[src/verilog/mxt_pkg.sv]
/*
 * Shared constants and types for the instruction execute tail: operation
 * codes, sequencer states, flag positions, masks and reset values.
 * Assumes the fetch stage decodes opcodes into mxt_op_t.
 */
package mxt_pkg;

    // ****************************************************************
    // Data constants
    // ****************************************************************
    localparam logic [7:0] ZERO_BYTE     = 8'h00;  // Null result
    localparam logic [7:0] ONE_BYTE      = 8'h01;  // Step of inc/dec
    localparam logic [7:0] ALL_ONES      = 8'hFF;  // Byte-set value
    localparam logic [7:0] TBL_HIGH_RST  = 8'h00;  // High latch at reset

    // ****************************************************************
    // Flag positions and write masks
    // ****************************************************************
    localparam int unsigned FLAG_N       = 4;      // Flags handled here
    localparam int unsigned FLAG_CARRY   = 0;      // Arithmetic out bit
    localparam int unsigned FLAG_HALF    = 1;      // Half carry flag
    localparam int unsigned FLAG_NULL    = 2;      // Result null flag
    localparam int unsigned FLAG_RANGE   = 3;      // Signed range flag
    localparam logic [3:0]  FLAGS_NONE   = 4'h0;   // No flag touched
    localparam logic [3:0]  FLAGS_NULL   = 4'h4;   // Null flag only
    localparam logic [3:0]  FLAGS_SUB    = 4'hF;   // All four flags

    // ****************************************************************
    // Operations and sequencer states
    // ****************************************************************
    typedef enum logic [4:0] {
        OP_DEC_SKIP_TO_ACCUM,
        OP_BYTE_SET,
        OP_BIT_SET,
        OP_INC_SKIP_IN_MEMORY,
        OP_INC_SKIP_TO_ACCUM,
        OP_SKIP_IF_BIT_ONE,
        OP_SKIP_IF_BIT_CLEAR,
        OP_SKIP_IF_NULL,
        OP_COPY_AND_SKIP_IF_NULL,
        OP_SUB_TO_ACCUM,
        OP_SUBTRACT_INTO_MEMORY,
        OP_SUB_IMM,
        OP_NIBBLE_EXCHANGE,
        OP_NIBBLE_EXCHANGE_TO_ACCUM,
        OP_TABLE_FETCH,
        OP_TABLE_FETCH_LAST_PAGE,
        OP_XOR_TO_ACCUM,
        OP_EXCLUSIVE_OR_INTO_MEMORY,
        OP_XOR_IMM
    } mxt_op_t;

    typedef enum logic [1:0] {
        ST_IDLE,
        ST_ROM_REQ,
        ST_ROM_DATA,
        ST_DUMMY
    } mxt_state_t;

endpackage
[src/verilog/mxt_alu.sv]
/*
 * Combinational datapath of the execute tail: result byte, destination,
 * flag values with write mask, skip decision and table-op marker.
 * Assumes operands are stable for the cycle in which they are used.
 */
module mxt_alu (
    input  wire mxt_pkg::mxt_op_t    op_i,        // Decoded operation
    input  wire logic [7:0]          acc_i,       // Accumulator
    input  wire logic [7:0]          mem_i,       // Addressed byte
    input  wire logic [7:0]          imm_i,       // Immediate operand
    input  wire logic [2:0]          bit_sel_i,   // Selected bit
    output logic      [7:0]          res_o,       // Result byte
    output logic                     acc_we_o,    // Result to accumulator
    output logic                     mem_we_o,    // Result to memory
    output logic      [3:0]          flags_we_o,  // Flag write mask
    output logic      [3:0]          flags_o,     // Flag values
    output logic                     skip_o,      // Skip next instruction
    output logic                     table_o      // Table read operation
);

    // ****************************************************************
    // Operand and arithmetic terms
    // ****************************************************************
    wire       use_imm = (op_i == mxt_pkg::OP_SUB_IMM) || (op_i == mxt_pkg::OP_XOR_IMM);
    wire [7:0] opnd    = use_imm ? imm_i : mem_i;            // Second operand
    wire [7:0] dec_b   = mem_i - mxt_pkg::ONE_BYTE;           // Byte minus one
    wire [7:0] inc_b   = mem_i + mxt_pkg::ONE_BYTE;           // Byte plus one
    wire [8:0] diff9   = {1'b0, acc_i} - {1'b0, opnd};        // Borrow in bit 8
    wire [4:0] half5   = {1'b0, acc_i[3:0]} - {1'b0, opnd[3:0]};
    wire [7:0] swap_b  = {mem_i[3:0], mem_i[7:4]};            // Nibble exchange
    wire [7:0] bit_msk = mxt_pkg::ONE_BYTE << bit_sel_i;      // Bit select mask
    wire       bit_val = mem_i[bit_sel_i];                    // Tested bit

    // Flag values; only the mask decides which ones land
    assign flags_o[mxt_pkg::FLAG_CARRY] = ~diff9[8];  // RULE_12
    assign flags_o[mxt_pkg::FLAG_HALF]  = ~half5[4];  // RULE_13
    assign flags_o[mxt_pkg::FLAG_NULL]  = (res_o == mxt_pkg::ZERO_BYTE);
    assign flags_o[mxt_pkg::FLAG_RANGE] = (acc_i[7] ^ opnd[7]) & (diff9[7] ^ acc_i[7]);

    // ****************************************************************
    // Per-operation selection
    // ****************************************************************
    always_comb begin
        res_o      = mxt_pkg::ZERO_BYTE;
        acc_we_o   = 1'b0;
        mem_we_o   = 1'b0;
        flags_we_o = mxt_pkg::FLAGS_NONE;
        skip_o     = 1'b0;
        table_o    = 1'b0;
        case (op_i)
            mxt_pkg::OP_DEC_SKIP_TO_ACCUM: begin
                res_o    = dec_b;  // RULE_01
                acc_we_o = 1'b1;
                skip_o   = (dec_b == mxt_pkg::ZERO_BYTE);
            end
            mxt_pkg::OP_BYTE_SET: begin
                res_o    = mxt_pkg::ALL_ONES;  // RULE_02
                mem_we_o = 1'b1;
            end
            mxt_pkg::OP_BIT_SET: begin
                res_o    = mem_i | bit_msk;  // RULE_03
                mem_we_o = 1'b1;
            end
            mxt_pkg::OP_INC_SKIP_IN_MEMORY: begin
                res_o    = inc_b;  // RULE_04
                mem_we_o = 1'b1;
                skip_o   = (inc_b == mxt_pkg::ZERO_BYTE);
            end
            mxt_pkg::OP_INC_SKIP_TO_ACCUM: begin
                res_o    = inc_b;  // RULE_05
                acc_we_o = 1'b1;
                skip_o   = (inc_b == mxt_pkg::ZERO_BYTE);
            end
            mxt_pkg::OP_SKIP_IF_BIT_ONE:   skip_o = bit_val;   // RULE_07
            mxt_pkg::OP_SKIP_IF_BIT_CLEAR: skip_o = ~bit_val;  // RULE_08
            mxt_pkg::OP_SKIP_IF_NULL: begin
                skip_o = (mem_i == mxt_pkg::ZERO_BYTE);  // RULE_09
            end
            mxt_pkg::OP_COPY_AND_SKIP_IF_NULL: begin
                res_o    = mem_i;  // RULE_10
                acc_we_o = 1'b1;
                skip_o   = (mem_i == mxt_pkg::ZERO_BYTE);
            end
            mxt_pkg::OP_SUB_TO_ACCUM, mxt_pkg::OP_SUB_IMM: begin
                res_o      = diff9[7:0];  // RULE_11
                acc_we_o   = 1'b1;
                flags_we_o = mxt_pkg::FLAGS_SUB;  // RULE_13
            end
            mxt_pkg::OP_SUBTRACT_INTO_MEMORY: begin
                res_o      = diff9[7:0];  // RULE_11
                mem_we_o   = 1'b1;
                flags_we_o = mxt_pkg::FLAGS_SUB;  // RULE_13
            end
            mxt_pkg::OP_NIBBLE_EXCHANGE: begin
                res_o    = swap_b;  // RULE_14
                mem_we_o = 1'b1;
            end
            mxt_pkg::OP_NIBBLE_EXCHANGE_TO_ACCUM: begin
                res_o    = swap_b;  // RULE_15
                acc_we_o = 1'b1;
            end
            mxt_pkg::OP_TABLE_FETCH, mxt_pkg::OP_TABLE_FETCH_LAST_PAGE: begin
                table_o = 1'b1;
            end
            mxt_pkg::OP_XOR_TO_ACCUM, mxt_pkg::OP_XOR_IMM: begin
                res_o      = acc_i ^ opnd;  // RULE_18 RULE_20
                acc_we_o   = 1'b1;
                flags_we_o = mxt_pkg::FLAGS_NULL;
            end
            mxt_pkg::OP_EXCLUSIVE_OR_INTO_MEMORY: begin
                res_o      = acc_i ^ mem_i;  // RULE_19
                mem_we_o   = 1'b1;
                flags_we_o = mxt_pkg::FLAGS_NULL;
            end
            default: begin
                res_o = mxt_pkg::ZERO_BYTE;
            end
        endcase
    end

endmodule

[src/verilog/mxt_exec.sv]
/*
 * Execute tail of the core: runs skip, set, subtract, swap, table read
 * and exclusive-OR operations, inserts the dummy cycle after a skip,
 * and holds the table high latch.
 * Assumes the addressed byte, accumulator and immediate are valid with
 * start_i, and that program memory returns data one cycle after rom_re_o.
 */
// How it works
// [RULE_01] Decrement to accumulator, skip on zero
// [RULE_02] Byte set writes all ones, no flags
// [RULE_03] Bit set forces one bit only
// [RULE_04] Increment in memory, skip on zero
// [RULE_05] Increment to accumulator, skip on zero
// [RULE_06] Taken skip inserts one dummy cycle
// [RULE_07] Skip when selected bit is one
// [RULE_08] Skip when selected bit is zero
// [RULE_09] Skip when whole byte is zero
// [RULE_10] Copy to accumulator, skip on zero
// [RULE_11] Three subtraction forms supported
// [RULE_12] Carry cleared on negative, else set
// [RULE_13] Subtraction updates four flags
// [RULE_14] Nibble swap written back to memory
// [RULE_15] Nibble swap placed in accumulator
// [RULE_16] Table read via high and low pointers
// [RULE_17] Last-page table read via low pointer
// [RULE_18] XOR with memory into accumulator, null flag
// [RULE_19] XOR written into memory, null flag
// [RULE_20] XOR with immediate into accumulator
// [RULE_21] Untaken skip finishes in one cycle
module mxt_exec #(
    parameter int unsigned PROM_AW = 12,  // Program address width
    parameter int unsigned PROM_DW = 16   // Program word width
) (
    input  wire logic                 clk_sys_i,           // Core clock
    input  wire logic                 rst_n_i,             // Async reset
    input  wire logic                 start_i,             // Issue operation
    input  wire mxt_pkg::mxt_op_t     op_i,                // Decoded operation
    input  wire logic [7:0]           acc_i,               // Accumulator
    input  wire logic [7:0]           mem_rdata_i,         // Addressed byte
    input  wire logic [7:0]           imm_i,               // Immediate operand
    input  wire logic [2:0]           bit_sel_i,           // Selected bit
    input  wire logic [7:0]           table_pointer_low_i, // Low pointer
    input  wire logic [PROM_AW-9:0]   table_pointer_high_i,// High pointer
    input  wire logic [PROM_DW-1:0]   rom_data_i,          // Program word
    output logic                      ready_o,             // Can take op
    output logic                      acc_we_o,            // Accumulator write
    output logic      [7:0]           acc_wdata_o,         // Accumulator data
    output logic                      mem_we_o,            // Memory write
    output logic      [7:0]           mem_wdata_o,         // Memory data
    output logic      [3:0]           flags_we_o,          // Flag write mask
    output logic      [3:0]           flags_o,             // Flag values
    output logic                      skip_o,              // Skip taken
    output logic                      dummy_o,             // Dummy cycle
    output logic                      done_o,              // Operation done
    output logic                      rom_re_o,            // Program read
    output logic      [PROM_AW-1:0]   rom_addr_o,          // Program address
    output logic      [PROM_DW-9:0]   table_high_latch_o   // Table high latch
);

    // ****************************************************************
    // Datapath
    // ****************************************************************
    logic [7:0] alu_res;      // Result byte
    logic       alu_acc_we;   // Goes to accumulator
    logic       alu_mem_we;   // Goes to memory
    logic [3:0] alu_fwe;      // Flag mask
    logic [3:0] alu_flags;    // Flag values
    logic       alu_skip;     // Skip condition
    logic       alu_table;    // Table read op

    mxt_alu u_alu (
        .op_i       (op_i),
        .acc_i      (acc_i),
        .mem_i      (mem_rdata_i),
        .imm_i      (imm_i),
        .bit_sel_i  (bit_sel_i),
        .res_o      (alu_res),
        .acc_we_o   (alu_acc_we),
        .mem_we_o   (alu_mem_we),
        .flags_we_o (alu_fwe),
        .flags_o    (alu_flags),
        .skip_o     (alu_skip),
        .table_o    (alu_table)
    );

    // ****************************************************************
    // Sequencer decode
    // ****************************************************************
    mxt_pkg::mxt_state_t st_q;    // Sequencer state
    mxt_pkg::mxt_state_t st_d;    // Next state

    wire take     = start_i && ready_o;             // Operation accepted
    wire rom_land = (st_q == mxt_pkg::ST_ROM_DATA); // Program word present
    wire last_pg  = (op_i == mxt_pkg::OP_TABLE_FETCH_LAST_PAGE);

    // Last page uses an all-ones upper field, normal read the high pointer
    wire [PROM_AW-9:0]  page_sel = last_pg ? {(PROM_AW-8){1'b1}}  // RULE_17
                                           : table_pointer_high_i; // RULE_16
    wire [PROM_AW-1:0]  rom_addr_d = {page_sel, table_pointer_low_i};

    // Next values of the write strobes and data
    wire        acc_we_d    = take && alu_acc_we;
    wire        mem_we_d    = (take && alu_mem_we) || rom_land;
    wire [7:0]  mem_wdata_d = rom_land ? rom_data_i[7:0] : alu_res; // RULE_16
    wire [3:0]  fwe_d       = take ? alu_fwe : mxt_pkg::FLAGS_NONE;
    wire        skip_d      = take && alu_skip;
    // A skip ends after its dummy cycle; an untaken one ends at once
    wire        done_d      = (take && !alu_skip && !alu_table)  // RULE_21
                              || (st_q == mxt_pkg::ST_DUMMY) || rom_land;

    assign ready_o  = (st_q == mxt_pkg::ST_IDLE);
    assign dummy_o  = (st_q == mxt_pkg::ST_DUMMY);    // RULE_06
    assign rom_re_o = (st_q == mxt_pkg::ST_ROM_REQ);

    // Next-state selection
    always_comb begin
        st_d = st_q;
        case (st_q)
            mxt_pkg::ST_IDLE: begin
                if (take && alu_table) begin
                    st_d = mxt_pkg::ST_ROM_REQ;
                end else if (take && alu_skip) begin
                    st_d = mxt_pkg::ST_DUMMY;  // RULE_06
                end
            end
            mxt_pkg::ST_ROM_REQ:  st_d = mxt_pkg::ST_ROM_DATA;
            mxt_pkg::ST_ROM_DATA: st_d = mxt_pkg::ST_IDLE;
            mxt_pkg::ST_DUMMY:    st_d = mxt_pkg::ST_IDLE;
            default:              st_d = mxt_pkg::ST_IDLE;
        endcase
    end

    // ****************************************************************
    // State register
    // ****************************************************************
    always_ff @(posedge clk_sys_i or negedge rst_n_i) begin
        if (!rst_n_i) begin
            st_q <= mxt_pkg::ST_IDLE;
        end else begin
            st_q <= st_d;
        end
    end

    // ****************************************************************
    // Write strobes; pulses stand one cycle only
    // ****************************************************************
    always_ff @(posedge clk_sys_i or negedge rst_n_i) begin
        if (!rst_n_i) begin
            acc_we_o   <= 1'b0;
            mem_we_o   <= 1'b0;
            flags_we_o <= mxt_pkg::FLAGS_NONE;
            skip_o     <= 1'b0;
            done_o     <= 1'b0;
        end else begin
            acc_we_o   <= acc_we_d;
            mem_we_o   <= mem_we_d;
            flags_we_o <= fwe_d;
            skip_o     <= skip_d;
            done_o     <= done_d;
        end
    end

    // ****************************************************************
    // Write data; held so a late consumer sees stable values
    // ****************************************************************
    always_ff @(posedge clk_sys_i or negedge rst_n_i) begin
        if (!rst_n_i) begin
            acc_wdata_o <= mxt_pkg::ZERO_BYTE;
            mem_wdata_o <= mxt_pkg::ZERO_BYTE;
            flags_o     <= mxt_pkg::FLAGS_NONE;
        end else begin
            if (take) begin
                acc_wdata_o <= alu_res;
                flags_o     <= alu_flags;
            end
            if (mem_we_d) begin
                mem_wdata_o <= mem_wdata_d;
            end
        end
    end

    // ****************************************************************
    // Table address and high latch
    // ****************************************************************
    // Address is captured at accept, so pointers may move afterwards
    always_ff @(posedge clk_sys_i or negedge rst_n_i) begin
        if (!rst_n_i) begin
            rom_addr_o         <= '0;
            table_high_latch_o <= '0;
        end else begin
            if (take && alu_table) begin
                rom_addr_o <= rom_addr_d;
            end
            if (rom_land) begin
                table_high_latch_o <= rom_data_i[PROM_DW-1:8]; // RULE_16 RULE_17
            end
        end
    end

    // ****************************************************************
    // Checks
    // ****************************************************************
    // Second operand as the datapath sees it, for the flag check only
    wire [7:0] chk_opnd = (op_i == mxt_pkg::OP_SUB_IMM) ? imm_i : mem_rdata_i;
    wire       chk_sub  = take && (alu_fwe == mxt_pkg::FLAGS_SUB);

    AST_DEC_TO_ACCUM: assert property (  // RULE_01
        @(posedge clk_sys_i) disable iff (!rst_n_i)
        take && op_i == mxt_pkg::OP_DEC_SKIP_TO_ACCUM |=>
        acc_we_o && !mem_we_o && acc_wdata_o == $past(mem_rdata_i) - 8'h01
        && skip_o == (acc_wdata_o == 8'h00))
        else $error("decrement to accumulator wrong");

    AST_BYTE_SET: assert property (  // RULE_02
        @(posedge clk_sys_i) disable iff (!rst_n_i)
        take && op_i == mxt_pkg::OP_BYTE_SET |=>
        mem_we_o && mem_wdata_o == 8'hFF && flags_we_o == 4'h0)
        else $error("byte set wrong");

    AST_BIT_SET: assert property (  // RULE_03
        @(posedge clk_sys_i) disable iff (!rst_n_i)
        take && op_i == mxt_pkg::OP_BIT_SET |=>
        mem_we_o && mem_wdata_o == ($past(mem_rdata_i) | (8'h01 << $past(bit_sel_i))))
        else $error("bit set wrong");

    AST_INC_IN_MEMORY: assert property (  // RULE_04
        @(posedge clk_sys_i) disable iff (!rst_n_i)
        take && op_i == mxt_pkg::OP_INC_SKIP_IN_MEMORY |=>
        mem_we_o && !acc_we_o && mem_wdata_o == $past(mem_rdata_i) + 8'h01
        && skip_o == (mem_wdata_o == 8'h00))
        else $error("increment in memory wrong");

    AST_SKIP_DUMMY: assert property (  // RULE_06
        @(posedge clk_sys_i) disable iff (!rst_n_i)
        skip_o |-> dummy_o && !done_o ##1 done_o && !dummy_o && ready_o)
        else $error("skip without one dummy cycle");

    AST_BIT_ONE: assert property (  // RULE_07
        @(posedge clk_sys_i) disable iff (!rst_n_i)
        take && op_i == mxt_pkg::OP_SKIP_IF_BIT_ONE |=>
        skip_o == $past(mem_rdata_i[bit_sel_i]) && !mem_we_o && !acc_we_o)
        else $error("bit-one skip wrong");

    AST_BIT_CLEAR: assert property (  // RULE_08
        @(posedge clk_sys_i) disable iff (!rst_n_i)
        take
        && op_i == mxt_pkg::OP_SKIP_IF_BIT_CLEAR
        |=> skip_o == !$past(mem_rdata_i[bit_sel_i])
        && dummy_o == skip_o
        && !mem_we_o && !acc_we_o)
        else $error("bit-clear skip wrong");

    AST_NO_SKIP_ONE_CYCLE: assert property (  // RULE_21
        @(posedge clk_sys_i) disable iff (!rst_n_i)
        take && !alu_skip && !alu_table |=> done_o && !dummy_o && ready_o)
        else $error("untaken skip took extra cycle");

    AST_SUB_CARRY: assert property (  // RULE_12
        @(posedge clk_sys_i) disable iff (!rst_n_i)
        chk_sub |=> flags_we_o == 4'hF
        && flags_o[mxt_pkg::FLAG_CARRY] == ($past(acc_i) >= $past(chk_opnd)))
        else $error("carry after subtract wrong");

    AST_SWAP_MEM: assert property (  // RULE_14
        @(posedge clk_sys_i) disable iff (!rst_n_i)
        take && op_i == mxt_pkg::OP_NIBBLE_EXCHANGE |=>
        mem_we_o && mem_wdata_o == {$past(mem_rdata_i[3:0]), $past(mem_rdata_i[7:4])})
        else $error("nibble swap wrong");

    AST_TABLE_READ: assert property (  // RULE_16
        @(posedge clk_sys_i) disable iff (!rst_n_i)
        take && alu_table |=> rom_re_o ##1 !rom_re_o ##1
        mem_we_o && done_o && mem_wdata_o == $past(rom_data_i[7:0]))
        else $error("table read sequence wrong");

    AST_LAST_PAGE: assert property (  // RULE_17
        @(posedge clk_sys_i) disable iff (!rst_n_i)
        take && last_pg
        |=> rom_re_o
        && !ready_o
        && &rom_addr_o[PROM_AW-1:8])
        else $error("last page wrong");

    AST_XOR_NULL: assert property (  // RULE_19
        @(posedge clk_sys_i) disable iff (!rst_n_i)
        take && op_i == mxt_pkg::OP_EXCLUSIVE_OR_INTO_MEMORY |=>
        mem_we_o && flags_we_o == 4'h4
        && flags_o[mxt_pkg::FLAG_NULL] == (mem_wdata_o == 8'h00)
        && mem_wdata_o == ($past(acc_i) ^ $past(mem_rdata_i)))
        else $error("xor into memory wrong");

    COV_SKIP_TAKEN:  cover property (@(posedge clk_sys_i) disable iff (!rst_n_i)
        skip_o ##1 done_o);
    COV_SUB_NEG:     cover property (@(posedge clk_sys_i) disable iff (!rst_n_i)
        flags_we_o == 4'hF && !flags_o[0]);
    COV_TABLE_LAST:  cover property (@(posedge clk_sys_i) disable iff (!rst_n_i)
        take && last_pg ##3 done_o);

endmodule

[config.mk]
export PLATFORM = sky130hd
export DESIGN_NAME = mxt_exec
export DESIGN_NICKNAME = d
export VERILOG_FILES = /design/src/verilog/mxt_pkg.sv /design/src/verilog/mxt_alu.sv /design/src/verilog/mxt_exec.sv
export SDC_FILE = /design/constraint.sdc
export NUM_CORES = 1
export LEC_CHECK = 0
export BUFFER_PORTS_ARGS = -buffer_cell sky130_fd_sc_hd__buf_2
export CAP_MARGIN = 40
export CORE_MARGIN = 2
export CORE_UTILIZATION = 55
export CTS_CLUSTER_SIZE = 8
export DETAILED_ROUTE_END_ITERATION = 12
export PLACE_DENSITY = 0.85
export REMOVE_ABC_BUFFERS = 1
export SYNTH_ARGS = -nofsm -noshare
export SYNTH_HDL_FRONTEND = slang
export SYNTH_SLANG_ARGS = --single-unit
[constraint.sdc]
create_clock -name clk_sys_i -period 4.25 [get_ports clk_sys_i]
set_clock_uncertainty 0.2 [all_clocks]
set_input_delay 0.425 -clock clk_sys_i [delete_from_list [all_inputs] [get_ports clk_sys_i]]
set_output_delay 0.425 -clock clk_sys_i [all_outputs]
set_load 0.02 [all_outputs]
# After elaboration in Yosys (flattened, before gate mapping)
# Index checks and enable logic that the tools add are counted.
[totals]
reg_bits = 50
latch_bits = 0
ram_bits = 0
mem_bits_ro = 0
input_bits = 63
output_inout_bits = 51
wordCells = 92
mem_count = 0
[classes]
n_addsub = 4
multipliers = 0
div_mod_pow = 0
n_lt_le_gt_ge = 1
eq_ne = 22
n_shift = 1
muxes = 15
bitwise = 9
reduce_logical = 29
[op_table]
columns = ["op", "count"]
rows = [
  ["8-bit one-hot mux with 9 select lines", 1],
  ["5-bit by 4-bit equality test with 1-bit output (second input constant)", 8],
  ["8-bit zero test", 4],
  ["5-bit by 3-bit equality test with 1-bit output (second input constant)", 4],
  ["8-bit two-way mux", 2],
  ["8-bit XOR", 2],
  ["5-bit equality test (second input constant)", 3],
  ["2-bit OR reduction", 6],
  ["5-bit by 2-bit equality test with 1-bit output (second input constant)", 2],
  ["8-bit by 8-bit subtractor with 9-bit output", 1],
  ["8-bit by 1-bit adder with 8-bit output (second input constant)", 1],
  ["4-bit two-way mux", 2],
  ["8-bit OR", 1],
  ["4-bit one-hot mux with 2 select lines", 1],
  ["8-bit OR reduction", 1],
  ["1-bit by 3-bit left shift with 8-bit output (first input constant)", 1],
  ["8-bit by 1-bit subtractor with 8-bit output (second input constant)", 1],
  ["1-bit logical AND", 7],
  ["2-bit one-hot mux with 3 select lines", 1],
  ["3-bit OR reduction", 2],
  ["6-bit OR reduction", 1],
  ["5-bit by 1-bit equality test with 1-bit output (second input constant)", 1],
  ["5-bit zero test", 1],
  ["1-bit one-hot mux with 5 select lines", 1],
  ["other kinds (14)", 26],
]

# Logic depth before layout (Yosys ltp)
# Gate-level depths: netlist of run 1.
[depth]
depth_word = 9
ltp_mapped = 14

# Modules after synthesis
# A second synthesis of run 1 with hierarchy kept.
[hier_totals]
hier_cells = 413
area_unflattened_um2 = 3923.8
[modules_own_cells]
columns = ["module", "n_inst", "cells_per_inst", "area_per_inst_um2"]
rows = [
  ["mxt_exec", 1, 132, 2029.4],
  ["mxt_alu", 1, 281, 1894.3],
]

# Worst setup path before layout of run 1
# Ideal clock, no wire load.
[synth_timing]
kind = "input port to flip-flop"
start = "in op_i[3]"
end = "reg flags_o[2]"
t_arrival_ps = 2961
path_slack_ps = 967
path_stages = 14
n_path_buf = 1
cell_sequence = "buf_2 nor2b_1 a32o_1 a21oi_1 a21boi_2 ha_1 a21o_1 a21o_1 a41o_1 a21o_1 a21oi_1 xnor2_1 a21oi_1 a32o_1"
[synth_between]
elab_chain_cells = 6
[synth_lines]
columns = ["item", "line_no", "text"]
rows = [
  ["from (decl)", "mxt_exec.sv:37", "input wire mxt_pkg::mxt_op_t op_i,"],
  ["5-bit by 4-bit equality test with 1-bit output / 5-bit equality test (equally long branches)", "mxt_alu.sv:24, mxt_alu.sv:50", ""],
  ["1-bit logical OR", "mxt_alu.sv:24", "wire use_imm = (op_i == mxt_pkg::OP_SUB_IMM) || (op_i == mxt_pkg::OP_XOR_IMM);"],
  ["8-bit two-way mux", "mxt_alu.sv:25", "wire [7:0] opnd = use_imm ? imm_i : mem_i;"],
  ["8-bit by 8-bit subtractor with 9-bit output / 8-bit XOR (equally long branches)", "mxt_alu.sv:28, mxt_alu.sv:106", ""],
  ["8-bit one-hot mux with 9 select lines (*)", "mxt_alu.sv:50", "case (op_i)"],
  ["8-bit zero test (*)", "mxt_alu.sv:37", "assign flags_o[mxt_pkg::FLAG_NULL] = (res_o == mxt_pkg::ZERO_BYTE);"],
  ["to (signal assigned)", "mxt_exec.sv:170", "flags_o <= mxt_pkg::FLAGS_NONE;"],
  ["to (signal assigned)", "mxt_exec.sv:174", "flags_o <= alu_flags;"],
  ["to (decl)", "mxt_exec.sv:51", "output logic [3:0] flags_o,"],
]
# Mark *: on every way between the ends. The rest lies on a longest branch, timed or not.
# A chain may end at the register's enable or synchronous reset.

# Worst setup path after layout of run 1
[layout_timing]
start = "in op_i[1]"
end = "reg flags_o[2]"
# The elaborated chain is that of the path after synthesis.

==> flow_summary.yaml, run 1 <==
outcome:
  status: "complete, no violations"
placement:
  port_buffers: 113
  finalWeightedCongestion: 0.9084
  hpwl_um: 7660
  placed_cells_incl_taps: 558
  dp_slack_ns: 0.2902
  placed_area_sq_um: 4105
pwr:
  leakage_nw: 1.976
  fin_total_pwr_mw: 2.138
  irDropWorstVdd_mv: 0.4535
  sequentialPowerShare_pct: 36.5
  swShare_pct: 43.78
  p_sw_mw: 0.9358
  p_int_mw: 1.202
  power.density_nw_per_um2: 507.4
  clkPwrFrac_pct: 13.3
  p_comb_share_pct: 50.2
critical_path:
  cp.required_ns: 4.24
  critPathCaptureType: "flip-flop"
  setup.worst_path.start: "op_i[1]"
  path_cells: "buf_2 -> nor2b_2 -> o21ai_1 -> a21oi_1 -> a21boi_2 -> ha_1 -> a21o_1 -> a21o_1 -> a41o_1 -> a21o_1 -> a21oi_1 -> xnor2_1 -> a21oi_1 -> a32o_1"
  critPathMaxStageDelay_ns: 0.47
  crit_type: "in2reg"
  critPathLaunchType: "input pin"
  critPathSlowestCell: "nor2b_2"
  crit_family: "compound AO/OA/AOI/OAI gates"
  crit_buf_inv: 1
  rr_startpoint: "st_q[1]"
  path_max_fanout: 14
  cp.arrival_ns: 3.71
yosys:
  yosysWarnings: 0
  synth_seq_cells: 48
  synth_area_sq_um: 3555
  yosysUniqueCellTypes: 64
  synth.top_cells.by_area: "dfrtp_1, mux2_2, ha_1"
  yosysMostFrequentCell: "dfrtp_1"
  synth_flop_cell: "dfrtp_1"
  synth_top_cell_by_area: "dfrtp_1"
  synthArstFlopShare_pct: 100.0
  synth.avg_cell_area_sq_um: 8.976
  synth_top_area_share_pct: 33.79
  synth_commonest_cells: "dfrtp_1, nor2_1, a21oi_1"
  synth-edff-count: 0
  synth_cells: 396
  yosysSeqAreaShare_pct: 33.79
route:
  post_drt_wl_per_cell_um: 17.70
  detail_route.iter0.violations: 182
  drc: 0
  via_per_inst: 6.108
  wirelength_um: 10040
  vias: 3463
  firstDrtPassIters: 4
  ant_nets: 0
global_route:
  grt_pass1_vias: 3286
  grt_pass1_wl_um: 16180
  grt_use_total_pct: 28.11
  antenna_found_initial: 0
  grt_max_degree: 32
  grt.overflow.total: 0
timing:
  hold_viol_final: 0
  grt_setup_unrepaired: "false"
  setup_violations: 0
  finalCriticalPeriod_ns: 3.716
  tightestPinTransition_ns: 0.9580
  fmax_mhz: 269.1
  max-slew-margin-rel_pct: 35.55
  maxSlewViolCount: 0
  worst_slack_ns: 0.5339
  tns_ns: 0
  hold_ws_ns: 0.1508
  min_period_over_period_pct: 87.44
clock_tree:
  clock_latency_ns: 0.30
  cts-resized-gates: 0
  cts-htree-levels: 2
  cts_tree: "yes"
  clkSinkCount: 48
  clock-root-buffer: "clkbuf_8"
  cts.path.max_buffers: 2
  clk_pin_slew_ns: 0.09
  cts_buffers: 5
final_layout:
  n_antenna_cell: 0
  fin_util_pct: 66.73
  nets: 566
  layout-drive-gt1-share_pct: 32.65
  final_area_sq_um: 4213
  multi_input_area_sq_um: 2162
  regArea_sq_um: 1201
  nFillCells: 516
  area_growth_syn_to_layout_pct: 18.51
  layoutNonFillerInstCount: 567
floorplan:
  ios: 114
  fp.dieW_um: 84.39
  start_util_pct: 56.30
  placeableCoreArea_sq_um: 6314
  die-area_sq_um: 7122
  rows: 29
  die_y_um: 84.39
min_path:
  min_path_type: "in2reg"
  min-delay-start: "rom_data_i[10]"
job:
  drv_cap: 0
==> flip-flops by register name, indices dropped and copies added (netlist names) <==
signal	count
acc_wdata_o	8
acc_we_o	1
done_o	1
flags_o	4
flags_we_o	2
mem_wdata_o	8
mem_we_o	1
rom_addr_o	12
skip_o	1
st_q	2
table_high_latch_o	8
==> cell type report <==
cell class | instances | share of cell area [%]
timing repair buffer | 117 | 14.49
sequential | 48 | 28.51
clock buffer | 6 | 1.960
multi-input combinational | 305 | 51.32
clock inverter | 2 | 0.3564
tap | 77 | 2.287
inverter | 12 | 1.069
==> worst paths after layout <==
kind                                    endpoint  slack [ns]  cells past startpoint
setup / recovery                      flags_o[2]        0.53                     14
max in group asynchronous  table_high_latch_o[3]        2.97                      3
min in group asynchronous  table_high_latch_o[1]        0.39                      2
hold / removal             table_high_latch_o[2]        0.15                      2
hold reg to reg                   acc_wdata_o[0]        0.28                      2
setup reg to reg                  mem_wdata_o[2]        1.87                      6
==> kinds of logic (layout without fill, tap and decap cells) <==
kind of cell	after synthesis	in the layout	share of synthesized area, %
simple gates	125	125	18.30
compound gates	117	117	22.95
flops	48	48	33.79
buf+inv	43	137	5.385
mux	26	26	8.764
xor+xnor	23	23	5.667
fa+ha+maj	14	14	5.139
==> cell usage in the layout (no fill, tap or decap), types with 3 or more instances in the layout <==
master and n:
buf_2 113, dfrtp_1 48, nor2_1 36, a21oi_1 30, nand2_1 29, mux2_2 18
o21ai_0 17, xor2_1 13, ha_1 13, inv_1 12, a32o_1 11, a22oi_1 10
xnor2_1 10, o22ai_1 10, nor3_1 9, nor2b_1 7, clkbuf_8 6, a21boi_2 5
mux2i_1 5, nand3_1 5, and2_1 5, nand3b_1 5, a21o_1 5, nand2b_1 4
and4_1 4, a31oi_1 4, nor3b_1 3, nor4_1 3, o221ai_1 3
==> layer usage <==
layer  GRT usage [%]  wire, um
met1           35.99      3912
met2           47.55      4974
met3           4.621       832
met4           11.54       315
met5               0         0
==> power groups by stage <==
stage	sequential, mW	clock, mW	combinational (mW)
final	0.780	0.283	1.07
after global routing	0.802	0.304	1.16
after CTS	0.778	0.287	1.08
after detailed placement	0.786	0	1.07
after global placement	0.769	0	1.04
after floorplan	1.02	0	0.421
==> timing repair <==
item / in CTS / in global routing
endpoints found under the hold margin: 17 / 0
endpoints found under the setup margin: 0 / 0
buffers inserted: 0 / 0
hold buffers: 1 / 0
(Power assumes the default switching activity.)
==> inputs of run 2 (changes only) <==
- CORE_ASPECT_RATIO: default -> 2
==> flow_summary.yaml, run 2 (synthesis gave the netlist of run 1 again) <==
timing:
  tightestPinTransition_ns: 0.7816
  finalCriticalPeriod_ns: 3.651
  tns_ns: 0
  worst_slack_ns: 0.5989
  fmax_mhz: 273.9
  maxSlewViolCount: 0
  hold_viol_final: 0
  min_period_over_period_pct: 85.91
  grt_setup_unrepaired: "false"
  setup_violations: 0
  max-slew-margin-rel_pct: 47.35
route:
  firstDrtPassIters: 5
  post_drt_wl_per_cell_um: 20.19
  ant_nets: 0
  detail_route.iter0.violations: 246
  vias: 3566
  drc: 0
  wirelength_um: 11670
  via_per_inst: 6.170
global_route:
  grt.overflow.total: 0
  grt_pass1_vias: 3595
  met2_usage_pct: 60.08
  met1_usage_pct: 34.02
  busiest_layer: "met2"
  antenna_found_initial: 0
  grt_use_total_pct: 33.64
  met3_usage_pct: 2.088
  grt_max_degree: 42
  grt_pass1_wl_um: 17880
final_layout:
  n_antenna_cell: 0
  largest-register: "rom_addr_o"
  nets: 568
  layout.cells.most_common_list: "buf_2, dfrtp_1, nor2_1, a21oi_1, nand2_1"
  largest_reg_flops: 12
  final_area_sq_um: 4360
  nFillCells: 497
  layout-drive-gt1-share_pct: 32.93
  layout_commonest_cell: "buf_2"
  area_growth_syn_to_layout_pct: 22.67
floorplan:
  die_y_um: 117.7
  start_util_pct: 56.80
  fp.dieW_um: 60.85
  placeableCoreArea_sq_um: 6259
  ios: 114
  rows: 41
  die-area_sq_um: 7161
critical_path:
  crit_type: "in2reg"
  path_cells: "buf_2 -> nor2b_2 -> o21ai_1 -> a21oi_1 -> a21boi_2 -> ha_1 -> a21o_1 -> a21o_1 -> a41o_1 -> a21o_1 -> a21oi_1 -> xnor2_1 -> a21oi_1 -> a32o_1"
  path_max_fanout: 16
  cp.required_ns: 4.23
  crit_buf_inv: 1
  critPathMaxStageDelay_ns: 0.46
  critPathSlowestCell: "nor2b_2"
  critPathLaunchType: "input pin"
  critPathCaptureType: "flip-flop"
  crit_family: "compound AO/OA/AOI/OAI gates"
  cp.arrival_ns: 3.63
pwr:
  leakage_nw: 2.045
  power.density_nw_per_um2: 558.4
  irDropWorstVdd_mv: 0.2183
clock_tree:
  clk_pin_slew_ns: 0.06
  cts.path.max_buffers: 2
  cts_tree: "yes"
  clock_latency_ns: 0.29
  cts_buffers: 5
  cts_setup_buffers: 0
  cts-htree-levels: 2
  clock-root-buffer: "clkbuf_16"
  clkSinkCount: 48
placement:
  dp_slack_ns: 0.3461
  hpwl_um: 9114
  placed_area_sq_um: 4135
  finalWeightedCongestion: 1.009
  port_buffers: 113
outcome:
  status: "complete, no violations"
job:
  drv_cap: 0
min_path:
  min_path_type: "in2reg"
-- run 2: power breakdown --
| part | internal [mW] | leakage, nW | switching, mW |
|---|---|---|---|
| logic | 0.408 | 1.34 | 0.687 |
| clock network | 0.396 | 0.104 | 0.166 |
| registers | 0.664 | 0.600 | 0.113 |
| total | 1.47 | 2.05 | 0.966 |
-- run 2: final cells by class --
cell class              count  area (sq um)  area share (%)
clock buffers               5         125.1           2.869
clock inverters             3         90.09           2.066
inverters                  12         45.04           1.033
multi-input cells         305          2162           49.58
flip-flops and latches     48          1201           27.55
well taps                  86         107.6           2.468
repair buffers            119         629.4           14.43
-- run 2: per-stage QoR --
stage / power, mW / hold WS, ns / cells / utilization, %
floorplan: 1.445 / -0.07059 / 365 / -
global placement: 1.813 / 0.2559 / 567 / 65.57
detailed placement: 1.869 / 0.08578 / 569 / 66.07
CTS: 2.435 / 0.1668 / 578 / 69.67
global route: 2.565 / 0.1693 / 578 / 69.67
finish: 2.435 / 0.1643 / 578 / 69.67
-- run 2: path summary, 6_finish.rpt --
check / slack, ns / to / from / cells past startpoint
hold reg to reg: 0.28 / flags_o[3] / flags_o[3] / 2
max in group asynchronous: 3.08 / table_high_latch_o[4] / rst_n_i / 3
setup reg to reg: 1.77 / mem_wdata_o[2] / st_q[1] / 6
hold / removal: 0.16 / rom_addr_o[6] / table_pointer_low_i[6] / 2
min in group asynchronous: 0.31 / rom_addr_o[4] / rst_n_i / 2
setup / recovery: 0.60 / flags_o[2] / op_i[2] / 14
-- run 2: repair_timing --
action,in CTS,in global routing
hold endpoints to repair,7,0
gates resized for setup,0,0
hold buffers,1,0
-- run 2: worst reg2reg max path: stages (launching register included) --
cell     delay (ns)
dfrtp_1        0.45
nor2_1         0.21
nand2_1        0.49
nor2_1         0.41
nor2_1         0.22
a22oi_1        0.23
o21ai_0        0.13
-- run 2: per-layer routing --
| metal | routed length [um] | vias up |
|---|---|---|
| li1 | - | 1634 |
| met1 | 3980 | 1672 |
| met2 | 6196 | 200 |
| met3 | 574 | 60 |
| met4 | 916 | 0 |
| met5 | 0 | - |
